**config.mk**
```make
export PLATFORM = sky130hd
export DESIGN_NAME = fmap_top
export DESIGN_NICKNAME = d
export VERILOG_FILES = /design/src/verilog/fmap_pkg.sv /design/src/verilog/fmap_check.sv /design/src/verilog/fmap_top.sv
export SDC_FILE = /design/constraint.sdc
export NUM_CORES = 1
export LEC_CHECK = 0
export BUFFER_PORTS_ARGS = -buffer_cell sky130_fd_sc_hd__buf_4
export CAP_MARGIN = 20
export CORE_MARGIN = 2
export CORE_UTILIZATION = 34
export DETAILED_ROUTE_END_ITERATION = 6
export GPL_TIMING_DRIVEN = 1
export HOLD_SLACK_MARGIN = 0.15
export PLACE_DENSITY_LB_ADDON = 0.08
export SLEW_MARGIN = 20
export SYNTH_ARGS = -nofsm -noshare
export SYNTH_HDL_FRONTEND = slang
export SYNTH_SLANG_ARGS = --single-unit
```
**constraint.sdc**
```tcl
create_clock -name clock -period 3.85 [get_ports clock]
set_clock_uncertainty 0.05 [all_clocks]
set_input_delay 0.5775 -clock clock [delete_from_list [all_inputs] [get_ports clock]]
set_output_delay 0.5775 -clock clock [all_outputs]
set_load 0.05 [all_outputs]
```
**src/verilog/fmap_pkg.sv**
```systemverilog
package fmap_pkg;
    // Object dictionary indices and subindices
    localparam logic [15:0] IDX_CMD_WORD  = 16'h60fe;  // Drive input command word
    localparam logic [15:0] IDX_SEL_BASE  = 16'h2090;  // First selectable object
    localparam logic [15:0] IDX_PDO_CAPS  = 16'h2ff0;  // PDO capability entry
    localparam logic [15:0] IDX_RX_MAP    = 16'h1600;  // First receive map object
    localparam logic [15:0] IDX_TX_MAP    = 16'h1a00;  // First transmit map object
    localparam logic [7:0]  SUB_COUNT     = 8'h00;
    localparam logic [7:0]  SUB_DATA      = 8'h01;
    localparam logic [7:0]  SUB_ADDR      = 8'h02;
    localparam logic [7:0]  CMD_ENTRIES   = 8'h01;     // Entries of command object
    localparam logic [7:0]  SEL_ENTRIES   = 8'h02;     // Entries of selectable object
    // Command word fields
    localparam int          CMD_TERM_LSB  = 18;        // Terminals three..eight
    localparam int          CMD_TERM_W    = 6;
    localparam int          CMD_EXTF_BIT  = 24;
    localparam int          CMD_FRST_BIT  = 25;
    localparam logic [31:0] CMD_USED_MASK = 32'h03fc_0000;
    // Drive command register layout
    localparam logic [15:0] DRV_CMD_REG   = 16'h0001;
    localparam int          DRV_TERM_LSB  = 6;
    localparam int          DRV_EXTF_BIT  = 2;
    localparam int          DRV_FRST_BIT  = 3;
    // Register address rules
    localparam logic [15:0] REG_DISABLED  = 16'hffff;
    localparam logic [15:0] REG_FREE_LIM  = 16'h0100;
    localparam logic [31:0] ADDR_RESET    = 32'hffff_ffff;
    // Emergency code for selection in progress
    localparam logic [15:0] EMCY_SEL_BUSY = 16'h6301;
    // PDO counts
    localparam logic [7:0]  NUM_RX_PDO    = 8'h0f;
    localparam logic [7:0]  NUM_TX_PDO    = 8'h10;
    localparam logic [7:0]  MAP_PER_DIR   = 8'h08;
    localparam logic [3:0]  MAP_RESET     = 4'h0;
    // Fetch engine states
    typedef enum logic [1:0] {FS_IDLE, FS_ISSUE, FS_WAIT} fmap_fetch_e;

    // Register tied to a fixed input object
    function automatic logic fmap_is_fixed(input logic [15:0] r);
        return (r == 16'h0001) || (r == 16'h0002) || (r == 16'h0004) ||
               (r == 16'h0005) || (r == 16'h0007) || (r == 16'h0008) ||
               (r == 16'h0009) || (r == 16'h0014);
    endfunction
endpackage

```
**src/verilog/fmap_check.sv**
```systemverilog
`timescale 1ns/1ps
// Legality of a proposed register selection for one object
module fmap_check import fmap_pkg::*; #(
    parameter int NUM_SEL = 4
) (
    // Proposed selection
    input  wire logic [31:0]              new_addr,
    input  wire logic                     is4,
    input  wire logic                     is_input,
    input  wire logic [$clog2(NUM_SEL)-1:0] self_idx,
    // Current selections of all objects
    input  wire logic [NUM_SEL-1:0][31:0] all_addr,
    // Verdict
    output logic                          ok
);
    logic [15:0] hi;  // First register (upper word)
    logic [15:0] lo;  // Second register
    logic        hi_en;
    logic        lo_en;

    // Combinational verdict
    always_comb begin
        hi    = new_addr[31:16];
        lo    = new_addr[15:0];
        hi_en = is4 && (hi != REG_DISABLED);
        lo_en = lo != REG_DISABLED;
        ok    = 1'b1;
        if ((hi_en && fmap_is_fixed(hi)) || (lo_en && fmap_is_fixed(lo))) begin
            ok = 1'b0;
        end
        if (hi_en && lo_en && hi == lo) begin
            ok = 1'b0;
        end
        for (int i = 0; i < NUM_SEL; i++) begin
            if (i != int'(self_idx)) begin
                if ((hi_en && (hi == all_addr[i][31:16] || hi == all_addr[i][15:0])) ||
                    (lo_en && (lo == all_addr[i][31:16] || lo == all_addr[i][15:0]))) begin
                    ok = 1'b0;
                end
            end
        end
        // input pairs above free range consecutive
        if (is4 && is_input && hi_en && lo_en &&
            (hi >= REG_FREE_LIM || lo >= REG_FREE_LIM) && lo != hi + 16'h0001) begin
            ok = 1'b0;
        end
        // output pair must not be consecutive
        if (is4 && !is_input && hi_en && lo_en &&
            (lo == hi + 16'h0001 || hi == lo + 16'h0001)) begin
            ok = 1'b0;
        end
    end
endmodule // fmap_check

```
**src/verilog/fmap_top.sv**
```systemverilog
`timescale 1ns/1ps
// Contract
// - Command word reserved bits ignored by device
// - Command bits copied to drive command register
// - Selectable object has count, data, address
// - Address write makes data mirror register
// - Address writable only preop and stopped
// - Operational refused during selection, emergency sent
// - Requests during selection answered with error
// - Input pairs above 00FF must be consecutive
// - Register mapped to one object only
// - Fixed input registers cannot be selected
// - PDO mapping configurable only in preop
// - Fifteen receive, sixteen transmit PDOs
// - Eight parameters mappable each direction
module fmap_top import fmap_pkg::*; #(
    parameter int NUM_SEL = 4                     // Selectable objects; odd ones 4-byte
) (
    // Clock and reset
    input  wire logic        clock,
    input  wire logic        rst_n,
    // Object dictionary access from the master
    input  wire logic        od_req,
    input  wire logic        od_wr,
    input  wire logic [15:0] od_index,
    input  wire logic [7:0]  od_sub,
    input  wire logic [31:0] od_wdata,
    output logic             od_ack,
    output logic             od_err,
    output logic [31:0]      od_rdata,
    // Card and drive state
    input  wire logic        nmt_req_op,        // Pulse: go Operational
    input  wire logic        nmt_req_preop,     // Pulse: back to Pre-Operational
    input  wire logic        drive_running,
    output logic             nmt_operational,
    output logic             emcy_valid,
    output logic [15:0]      emcy_code,
    // Drive register space
    output logic             drv_cmd_wr,
    output logic [15:0]      drv_cmd_addr,
    output logic [15:0]      drv_cmd_bits,
    output logic             drv_rd_req,
    output logic [15:0]      drv_rd_addr,
    input  wire logic        drv_rd_valid,
    input  wire logic [15:0] drv_rd_data
);
    localparam int SW = $clog2(NUM_SEL);

    // Whole module state
    typedef struct packed {
        fmap_fetch_e                 fst;        // Fetch engine
        logic                        phase;      // Second half of 4-byte
        logic                        selecting;  // Content selection ongoing
        logic [SW-1:0]               sel_obj;    // Object whose selection waits
        logic                        sel_run;    // Engine busy on the selection fetch
        logic [SW-1:0]               obj;        // Object being fetched
        logic [SW-1:0]               rptr;       // Background refresh pointer
        logic [NUM_SEL-1:0][31:0]    addr;       // Address subindices
        logic [NUM_SEL-1:0][31:0]    data;       // Data subindices
        logic [31:0]                 cmd;        // Stored command word
        logic [14:0][3:0]            rx_cnt;     // Receive map entry counts
        logic [15:0][3:0]            tx_cnt;     // Transmit map entry counts
        logic                        op;
        logic                        ack;
        logic                        err;
        logic [31:0]                 rdata;
        logic                        emcy;
        logic                        cmd_wr;
        logic [15:0]                 cmd_bits;
        logic                        rd_req;
        logic [15:0]                 rd_addr;
    } fmap_state_s;

    fmap_state_s st_reg;   // Registered state
    fmap_state_s st_next;  // Next state
    logic        chk_ok;   // Selection legality
    logic [SW-1:0] wr_obj; // Addressed selectable object

    // Object number from index; width and direction from position
    function automatic logic is_four(input logic [SW-1:0] o);
        return o[0];
    endfunction
    function automatic logic is_in(input logic [SW-1:0] o);
        return int'(o) < NUM_SEL / 2;
    endfunction

    assign wr_obj = od_index[SW-1:0] - IDX_SEL_BASE[SW-1:0];

    fmap_check #(.NUM_SEL(NUM_SEL)) u_check (
        .new_addr (od_wdata),
        .is4      (is_four(wr_obj)),
        .is_input (is_in(wr_obj)),
        .self_idx (wr_obj),
        .all_addr (st_reg.addr),
        .ok       (chk_ok)
    );

    // Next state
    always_comb begin
        logic [15:0] half;
        logic        sel_hit;
        logic        preop_stop;
        half       = '0;
        st_next    = st_reg;
        st_next.ack    = 1'b0;
        st_next.err    = 1'b0;
        st_next.emcy   = 1'b0;
        st_next.cmd_wr = 1'b0;
        st_next.rd_req = 1'b0;
        sel_hit    = od_index >= IDX_SEL_BASE &&
                     od_index < IDX_SEL_BASE + 16'(NUM_SEL);
        preop_stop = !st_reg.op && !drive_running;

        // Card state changes
        if (nmt_req_preop) begin
            st_next.op = 1'b0;
        end else if (nmt_req_op) begin
            if (st_reg.selecting) begin
                st_next.emcy = 1'b1;
            end else begin
                st_next.op = 1'b1;
            end
        end

        // Dictionary requests
        if (od_req) begin
            st_next.ack = 1'b1;
            st_next.err = 1'b1;
            st_next.rdata = '0;
            if (st_reg.selecting) begin
                st_next.emcy = 1'b1;
            end else if (od_index == IDX_CMD_WORD) begin
                if (od_sub == SUB_COUNT && !od_wr) begin
                    st_next.err   = 1'b0;
                    st_next.rdata = {24'h00_0000, CMD_ENTRIES};
                end else if (od_sub == SUB_DATA) begin
                    st_next.err = 1'b0;
                    if (od_wr) begin
                        st_next.cmd    = od_wdata;
                        st_next.cmd_wr = 1'b1;
                        st_next.cmd_bits = '0;
                        st_next.cmd_bits[DRV_TERM_LSB +: CMD_TERM_W] =
                            od_wdata[CMD_TERM_LSB +: CMD_TERM_W];
                        st_next.cmd_bits[DRV_EXTF_BIT] = od_wdata[CMD_EXTF_BIT];
                        st_next.cmd_bits[DRV_FRST_BIT] = od_wdata[CMD_FRST_BIT];
                    end else begin
                        st_next.rdata = st_reg.cmd;
                    end
                end
            end else if (sel_hit) begin
                case (od_sub)
                    SUB_COUNT: begin
                        st_next.err   = od_wr;
                        st_next.rdata = {24'h00_0000, SEL_ENTRIES};
                    end
                    SUB_DATA: begin
                        st_next.err   = od_wr;
                        st_next.rdata = st_reg.data[wr_obj];
                    end
                    SUB_ADDR: begin
                        if (!od_wr) begin
                            st_next.err   = 1'b0;
                            st_next.rdata = st_reg.addr[wr_obj];
                        end else if (preop_stop && chk_ok) begin
                            st_next.err = 1'b0;
                            st_next.addr[wr_obj] = is_four(wr_obj) ? od_wdata
                                : {REG_DISABLED, od_wdata[15:0]};
                            // queue fetch; engine takes it once idle so
                            // an in-flight refresh read is never orphaned
                            st_next.selecting = 1'b1;
                            st_next.sel_obj   = wr_obj;
                        end
                    end
                    default: st_next.err = 1'b1;
                endcase
            end else if (od_index == IDX_PDO_CAPS && od_sub == SUB_DATA && !od_wr) begin
                st_next.err   = 1'b0;
                st_next.rdata = {NUM_RX_PDO, NUM_TX_PDO, MAP_PER_DIR, MAP_PER_DIR};
            end else if (od_sub == SUB_COUNT &&
                         ((od_index >= IDX_RX_MAP && od_index < IDX_RX_MAP + 16'(NUM_RX_PDO)) ||
                          (od_index >= IDX_TX_MAP && od_index < IDX_TX_MAP + 16'(NUM_TX_PDO)))) begin
                if (!od_wr) begin
                    st_next.err = 1'b0;
                    st_next.rdata[3:0] = od_index[11] ? st_reg.tx_cnt[od_index[3:0]]
                                                      : st_reg.rx_cnt[od_index[3:0]];
                end else if (!st_reg.op && od_wdata <= 32'(MAP_PER_DIR)) begin
                    st_next.err = 1'b0;
                    if (od_index[11]) begin
                        st_next.tx_cnt[od_index[3:0]] = od_wdata[3:0];
                    end else begin
                        st_next.rx_cnt[od_index[3:0]] = od_wdata[3:0];
                    end
                end
            end
        end

        // Fetch engine: selection fetch and background refresh
        case (st_reg.fst)
            FS_IDLE: begin
                // Pending selection first, else background refresh
                if (st_reg.selecting) begin
                    st_next.obj     = st_reg.sel_obj;
                    st_next.phase   = !is_four(st_reg.sel_obj);
                    st_next.sel_run = 1'b1;
                    st_next.fst     = FS_ISSUE;
                end else begin
                    st_next.obj   = st_reg.rptr;
                    st_next.phase = !is_four(st_reg.rptr);
                    st_next.fst   = FS_ISSUE;
                end
            end
            FS_ISSUE: begin
                half = st_reg.phase ? st_reg.addr[st_reg.obj][15:0]
                                    : st_reg.addr[st_reg.obj][31:16];
                if (half == REG_DISABLED) begin
                    // Disabled half reads as zero
                    if (st_reg.phase) begin
                        st_next.data[st_reg.obj][15:0] = '0;
                        st_next.fst       = FS_IDLE;
                        st_next.rptr      = st_reg.rptr + 1'b1;
                        // Only the selection fetch ends the selection
                        if (st_reg.sel_run) begin
                            st_next.selecting = 1'b0;
                            st_next.sel_run   = 1'b0;
                        end
                    end else begin
                        st_next.data[st_reg.obj][31:16] = '0;
                        st_next.phase = 1'b1;
                    end
                end else begin
                    st_next.rd_req  = 1'b1;
                    st_next.rd_addr = half;
                    st_next.fst     = FS_WAIT;
                end
            end
            FS_WAIT: begin
                if (drv_rd_valid) begin
                    if (st_reg.phase) begin
                        st_next.data[st_reg.obj][15:0] = drv_rd_data;
                        if (!is_four(st_reg.obj)) begin
                            st_next.data[st_reg.obj][31:16] = '0;
                        end
                        st_next.fst       = FS_IDLE;
                        st_next.rptr      = st_reg.rptr + 1'b1;
                        // Only the selection fetch ends the selection
                        if (st_reg.sel_run) begin
                            st_next.selecting = 1'b0;
                            st_next.sel_run   = 1'b0;
                        end
                    end else begin
                        st_next.data[st_reg.obj][31:16] = drv_rd_data;
                        st_next.phase = 1'b1;
                        st_next.fst   = FS_ISSUE;
                    end
                end
            end
            default: st_next.fst = FS_IDLE;
        endcase
    end

    // State register
    always_ff @(posedge clock or negedge rst_n) begin
        if (!rst_n) begin
            st_reg      <= '0;
            st_reg.fst  <= FS_IDLE;
            st_reg.addr <= {NUM_SEL{ADDR_RESET}};
        end else begin
            st_reg <= st_next;
        end
    end

    // Outputs straight from the state register; emergency code and command address are constants
    assign od_ack          = st_reg.ack;
    assign od_err          = st_reg.err;
    assign od_rdata        = st_reg.rdata;
    assign nmt_operational = st_reg.op;
    assign emcy_valid      = st_reg.emcy;
    assign emcy_code       = EMCY_SEL_BUSY;
    assign drv_cmd_wr      = st_reg.cmd_wr;
    assign drv_cmd_addr    = DRV_CMD_REG;
    assign drv_cmd_bits    = st_reg.cmd_bits;
    assign drv_rd_req      = st_reg.rd_req;
    assign drv_rd_addr     = st_reg.rd_addr;

    logic sel_hit_w;  // Request aims at a selectable object
    assign sel_hit_w = od_index >= IDX_SEL_BASE && od_index < IDX_SEL_BASE + 16'(NUM_SEL);
endmodule // fmap_top

```
==> results.yml <==
worst_setup_path:
  arrival_ps: 4090
  end_kind: "register"
  rrSetupSlack_ps: 190
  required_ps: 4280
  critical_path.slowest_cell: "dfrtp_2"
  cpMostUsedCell: "buf_12"
  critPathLaunch: "st_reg[484]$_DFFE_PN0N_"
  reg2reg_depth: 11
  max_stage_delay_ps: 430
  reg2reg_to: "st_reg[291]$_DFFE_PN0P_"
  crit_fanout: 32
  critPathLaunchType: "register"
  worstReg2RegStart: "st_reg[484]$_DFFE_PN0N_"
  critical_path.cell_chain: "buf_12 > mux4_2 > mux2i_1 > nor4_2 > o211ai_1 > and2_1 > nor2_1 > nand3_1 > nor3b_2 > buf_12 > mux2_2"
  crit_type: "reg -> reg"
routing:
  ant_nets: 0
  wirelength_microns: 97200
  drt-wirelength-per-cell_microns: 26.7
  vias: 19900
  viasPerCell: 5.47
  drc: 0
  drt_pre_antenna_iters: 5
  drt_iter0_drc: 1414
sta:
  worstMarginPinSlew_ps: 711
  rsz0062_at_grt: "false"
  fmax_mhz: 273
  setup_tns_ps: 0
  slew_headroom: 0.526
  slew_viol_final: 0
  setup_viol: 0
  finalCritPeriodShare: 0.951
  period_needed_ps: 3660
  hold_violations: 0
global_routing:
  grt_pass1_vias: 20700
  antenna_found_initial: 0
  grt_pass1_wl_microns: 144000
  grt_start_max_net_pins: 84
  grt_use_total: 0.230
  grt_overflow: 0
final_layout:
  final_cell_area_sq_um: 32900
  largest_reg_flops: 423
  area_growth_pct: 18.5
  final_cells: 3646
  drive_gt1_frac: 0.407
  finalNetCount: 2630
status:
  run_status: "completed"
synth:
  yosys.area.top_type_share: 0.314
  yosysSeqAreaShare: 0.435
  yosysMostFrequentCell: "dfrtp_1"
  ys_warn_count: 0
  async_reset_ff_frac: 1.00
  synth.avg_cell_area_sq_um: 11.8
  synth_commonest_cells: "dfrtp_1 (349), mux2_2 (324), xor2_1 (239)"
  synth_largest_area_cell: "dfrtp_1"
  synth-seq-cells: 477
  netlist_instances: 2347
  synth_ff_type: "dfrtp_1"
  synth.area.top_cells: "dfrtp_1 (31%), mux2_2 (13%), dfstp_2 (12%)"
  synth_enable_flop_cells: 0
  yosysUniqueCellTypes: 71
  syn_area_sq_um: 27800
floorplan:
  die-area_sq_um: 84000
  die_w_microns: 290
  rows: 104
  ios: 182
  core_area_sq_um: 80700
  initial_core_util: 0.344
  chipHeight_microns: 290
worst_hold_path:
  worstHoldStart: "nmt_req_op"
  min_path_type: "in -> reg"
  hold-path-endpoint: "emcy_valid$_DFF_PN0_"
  whs_path_depth: 3
clock_tree:
  cts_inserted_buffers: 56
  clock-sinks: 477
  path_clk_slew_ps: 60
  cts_tree: "yes"
  root_buffer: "clkbuf_16"
  insertion_delay_ps: 630
  cts_max_level: 2
  clockBufferDepth: 3
power_and_ir_drop:
  p_leak_nw: 14.9
  irDropWorstVdd_uv: 383
  power-per-cell-area_nw_per_um2: 450
place:
  dp_hpwl_microns: 71900
  placed_cells: 3521
  numPortBuffers: 141
  post_dp_cell_area_sq_um: 30800
  gp_congestion: 0.910
flow_run:
  max_cap_violations: 0
cell families (layout without fill, tap and decap cells):
family,Yosys count,in the layout,synth area share
muxes,490,490,0.251
xor gates and xnor gates,291,291,0.0928
AOI/OAI and AO/OA,262,262,0.0610
other,2,41,0.000270
DFF,477,477,0.435
buffers and inverters,331,531,0.0593
adders and majority gates,12,12,0.00540
and+or+nand+nor,482,482,0.0953
what timing repair did:
item,in CTS,in global routing
setup buffers,0,0
endpoints found under the setup margin,0,12
hold buffers,19,0
endpoints found under the hold margin,93,0
gates resized for setup,0,1
routing by layer:
layer	vias to the layer above	track usage	routed length, microns
met5	-	0	0
met4	0	0.0581	2360
met3	114	0.0381	5310
met2	587	0.362	44600
met1	10500	0.330	45000
li1	8784	-	-
per-stage QoR:
step | power [mW] | util | hold slack, ps | setup slack, ps
2_1_floorplan | 8.15 | - | 232 | -9.96
3_3_place_gp | 9.25 | 0.382 | 406 | -35.0
3_5_place_dp | 9.32 | 0.382 | 417 | -47.6
4_1_cts | 15.0 | 0.408 | 156 | 150
5_1_grt | 15.5 | 0.408 | 188 | 9.71
6_report | 14.8 | 0.408 | 189 | 189
worst max-delay path by stage:
stage | to | slack [ps] | depth (start not counted)
after floorplan | st_reg[450]$_DFFE_PN1P_ | -10 | 11
after global placement | st_reg[430]$_DFFE_PN1P_ | -30 | 14
after detailed placement | st_reg[443]$_DFFE_PN1P_ | -50 | 14
after CTS | st_reg[291]$_DFFE_PN0P_ | 150 | 11
after global routing | st_reg[290]$_DFFE_PN0P_ | 10 | 11
final | st_reg[291]$_DFFE_PN0P_ | 190 | 11
cell type report:
class                           instances  area, sq um
Antenna cell                            1         2.50
Clock buffer                           77         1570
Clock inverter                         28          363
Fill cell                            7728        47800
Inverter                               58          218
Multi-Input combinational cell       1577        14200
Sequential cell                       477        12100
Tap cell                             1060         1330
Timing Repair Buffer                  368         3120
worst max-delay path, delay by kind of cell, from the launching register on:
kind / cells / cell delay, ps
and+or+nand+nor: 5 / 1420
muxes: 3 / 980
DFF: 1 / 430
buffers and inverters: 2 / 420
AOI/OAI and AO/OA: 1 / 190
report_power, final:
| part | total, mW | switching (mW) | internal [mW] | leakage, nW |
|---|---|---|---|---|
| clock network | 5.58 | 2.25 | 3.33 | 0.935 |
| registers | 5.75 | 0.255 | 5.49 | 6.10 |
| logic | 3.48 | 2.10 | 1.39 | 7.86 |
cells in the final DEF, fill, tap and decap left out, types with 19 or more instances in the layout:
cell type      Yosys  layout
and2_1            35      35
dfrtp_1          349     348
dfstp_2          128     128
nor2_1            90      89
inv_1             57      57
nor3_1            31      28
nor4_1            76      74
xor2_1           239     239
nand3_1           33      33
dlygate4sd3_1      0      19
buf_4             97     323
conb_1             2      40
o21ai_0           60      60
o22ai_1           36      36
xnor2_1           48      48
nand2b_1          37      37
nand2_1           74      74
a22oi_1           25      25
mux4_2           131     131
mux2_2           324     324
a21oi_1           64      64
a22o_1            24      24
nand4_1           41      41
mux2i_1           23      23
clkbuf_16          0      56
buf_12             0      24
Power figures use the tool's default switching activity.
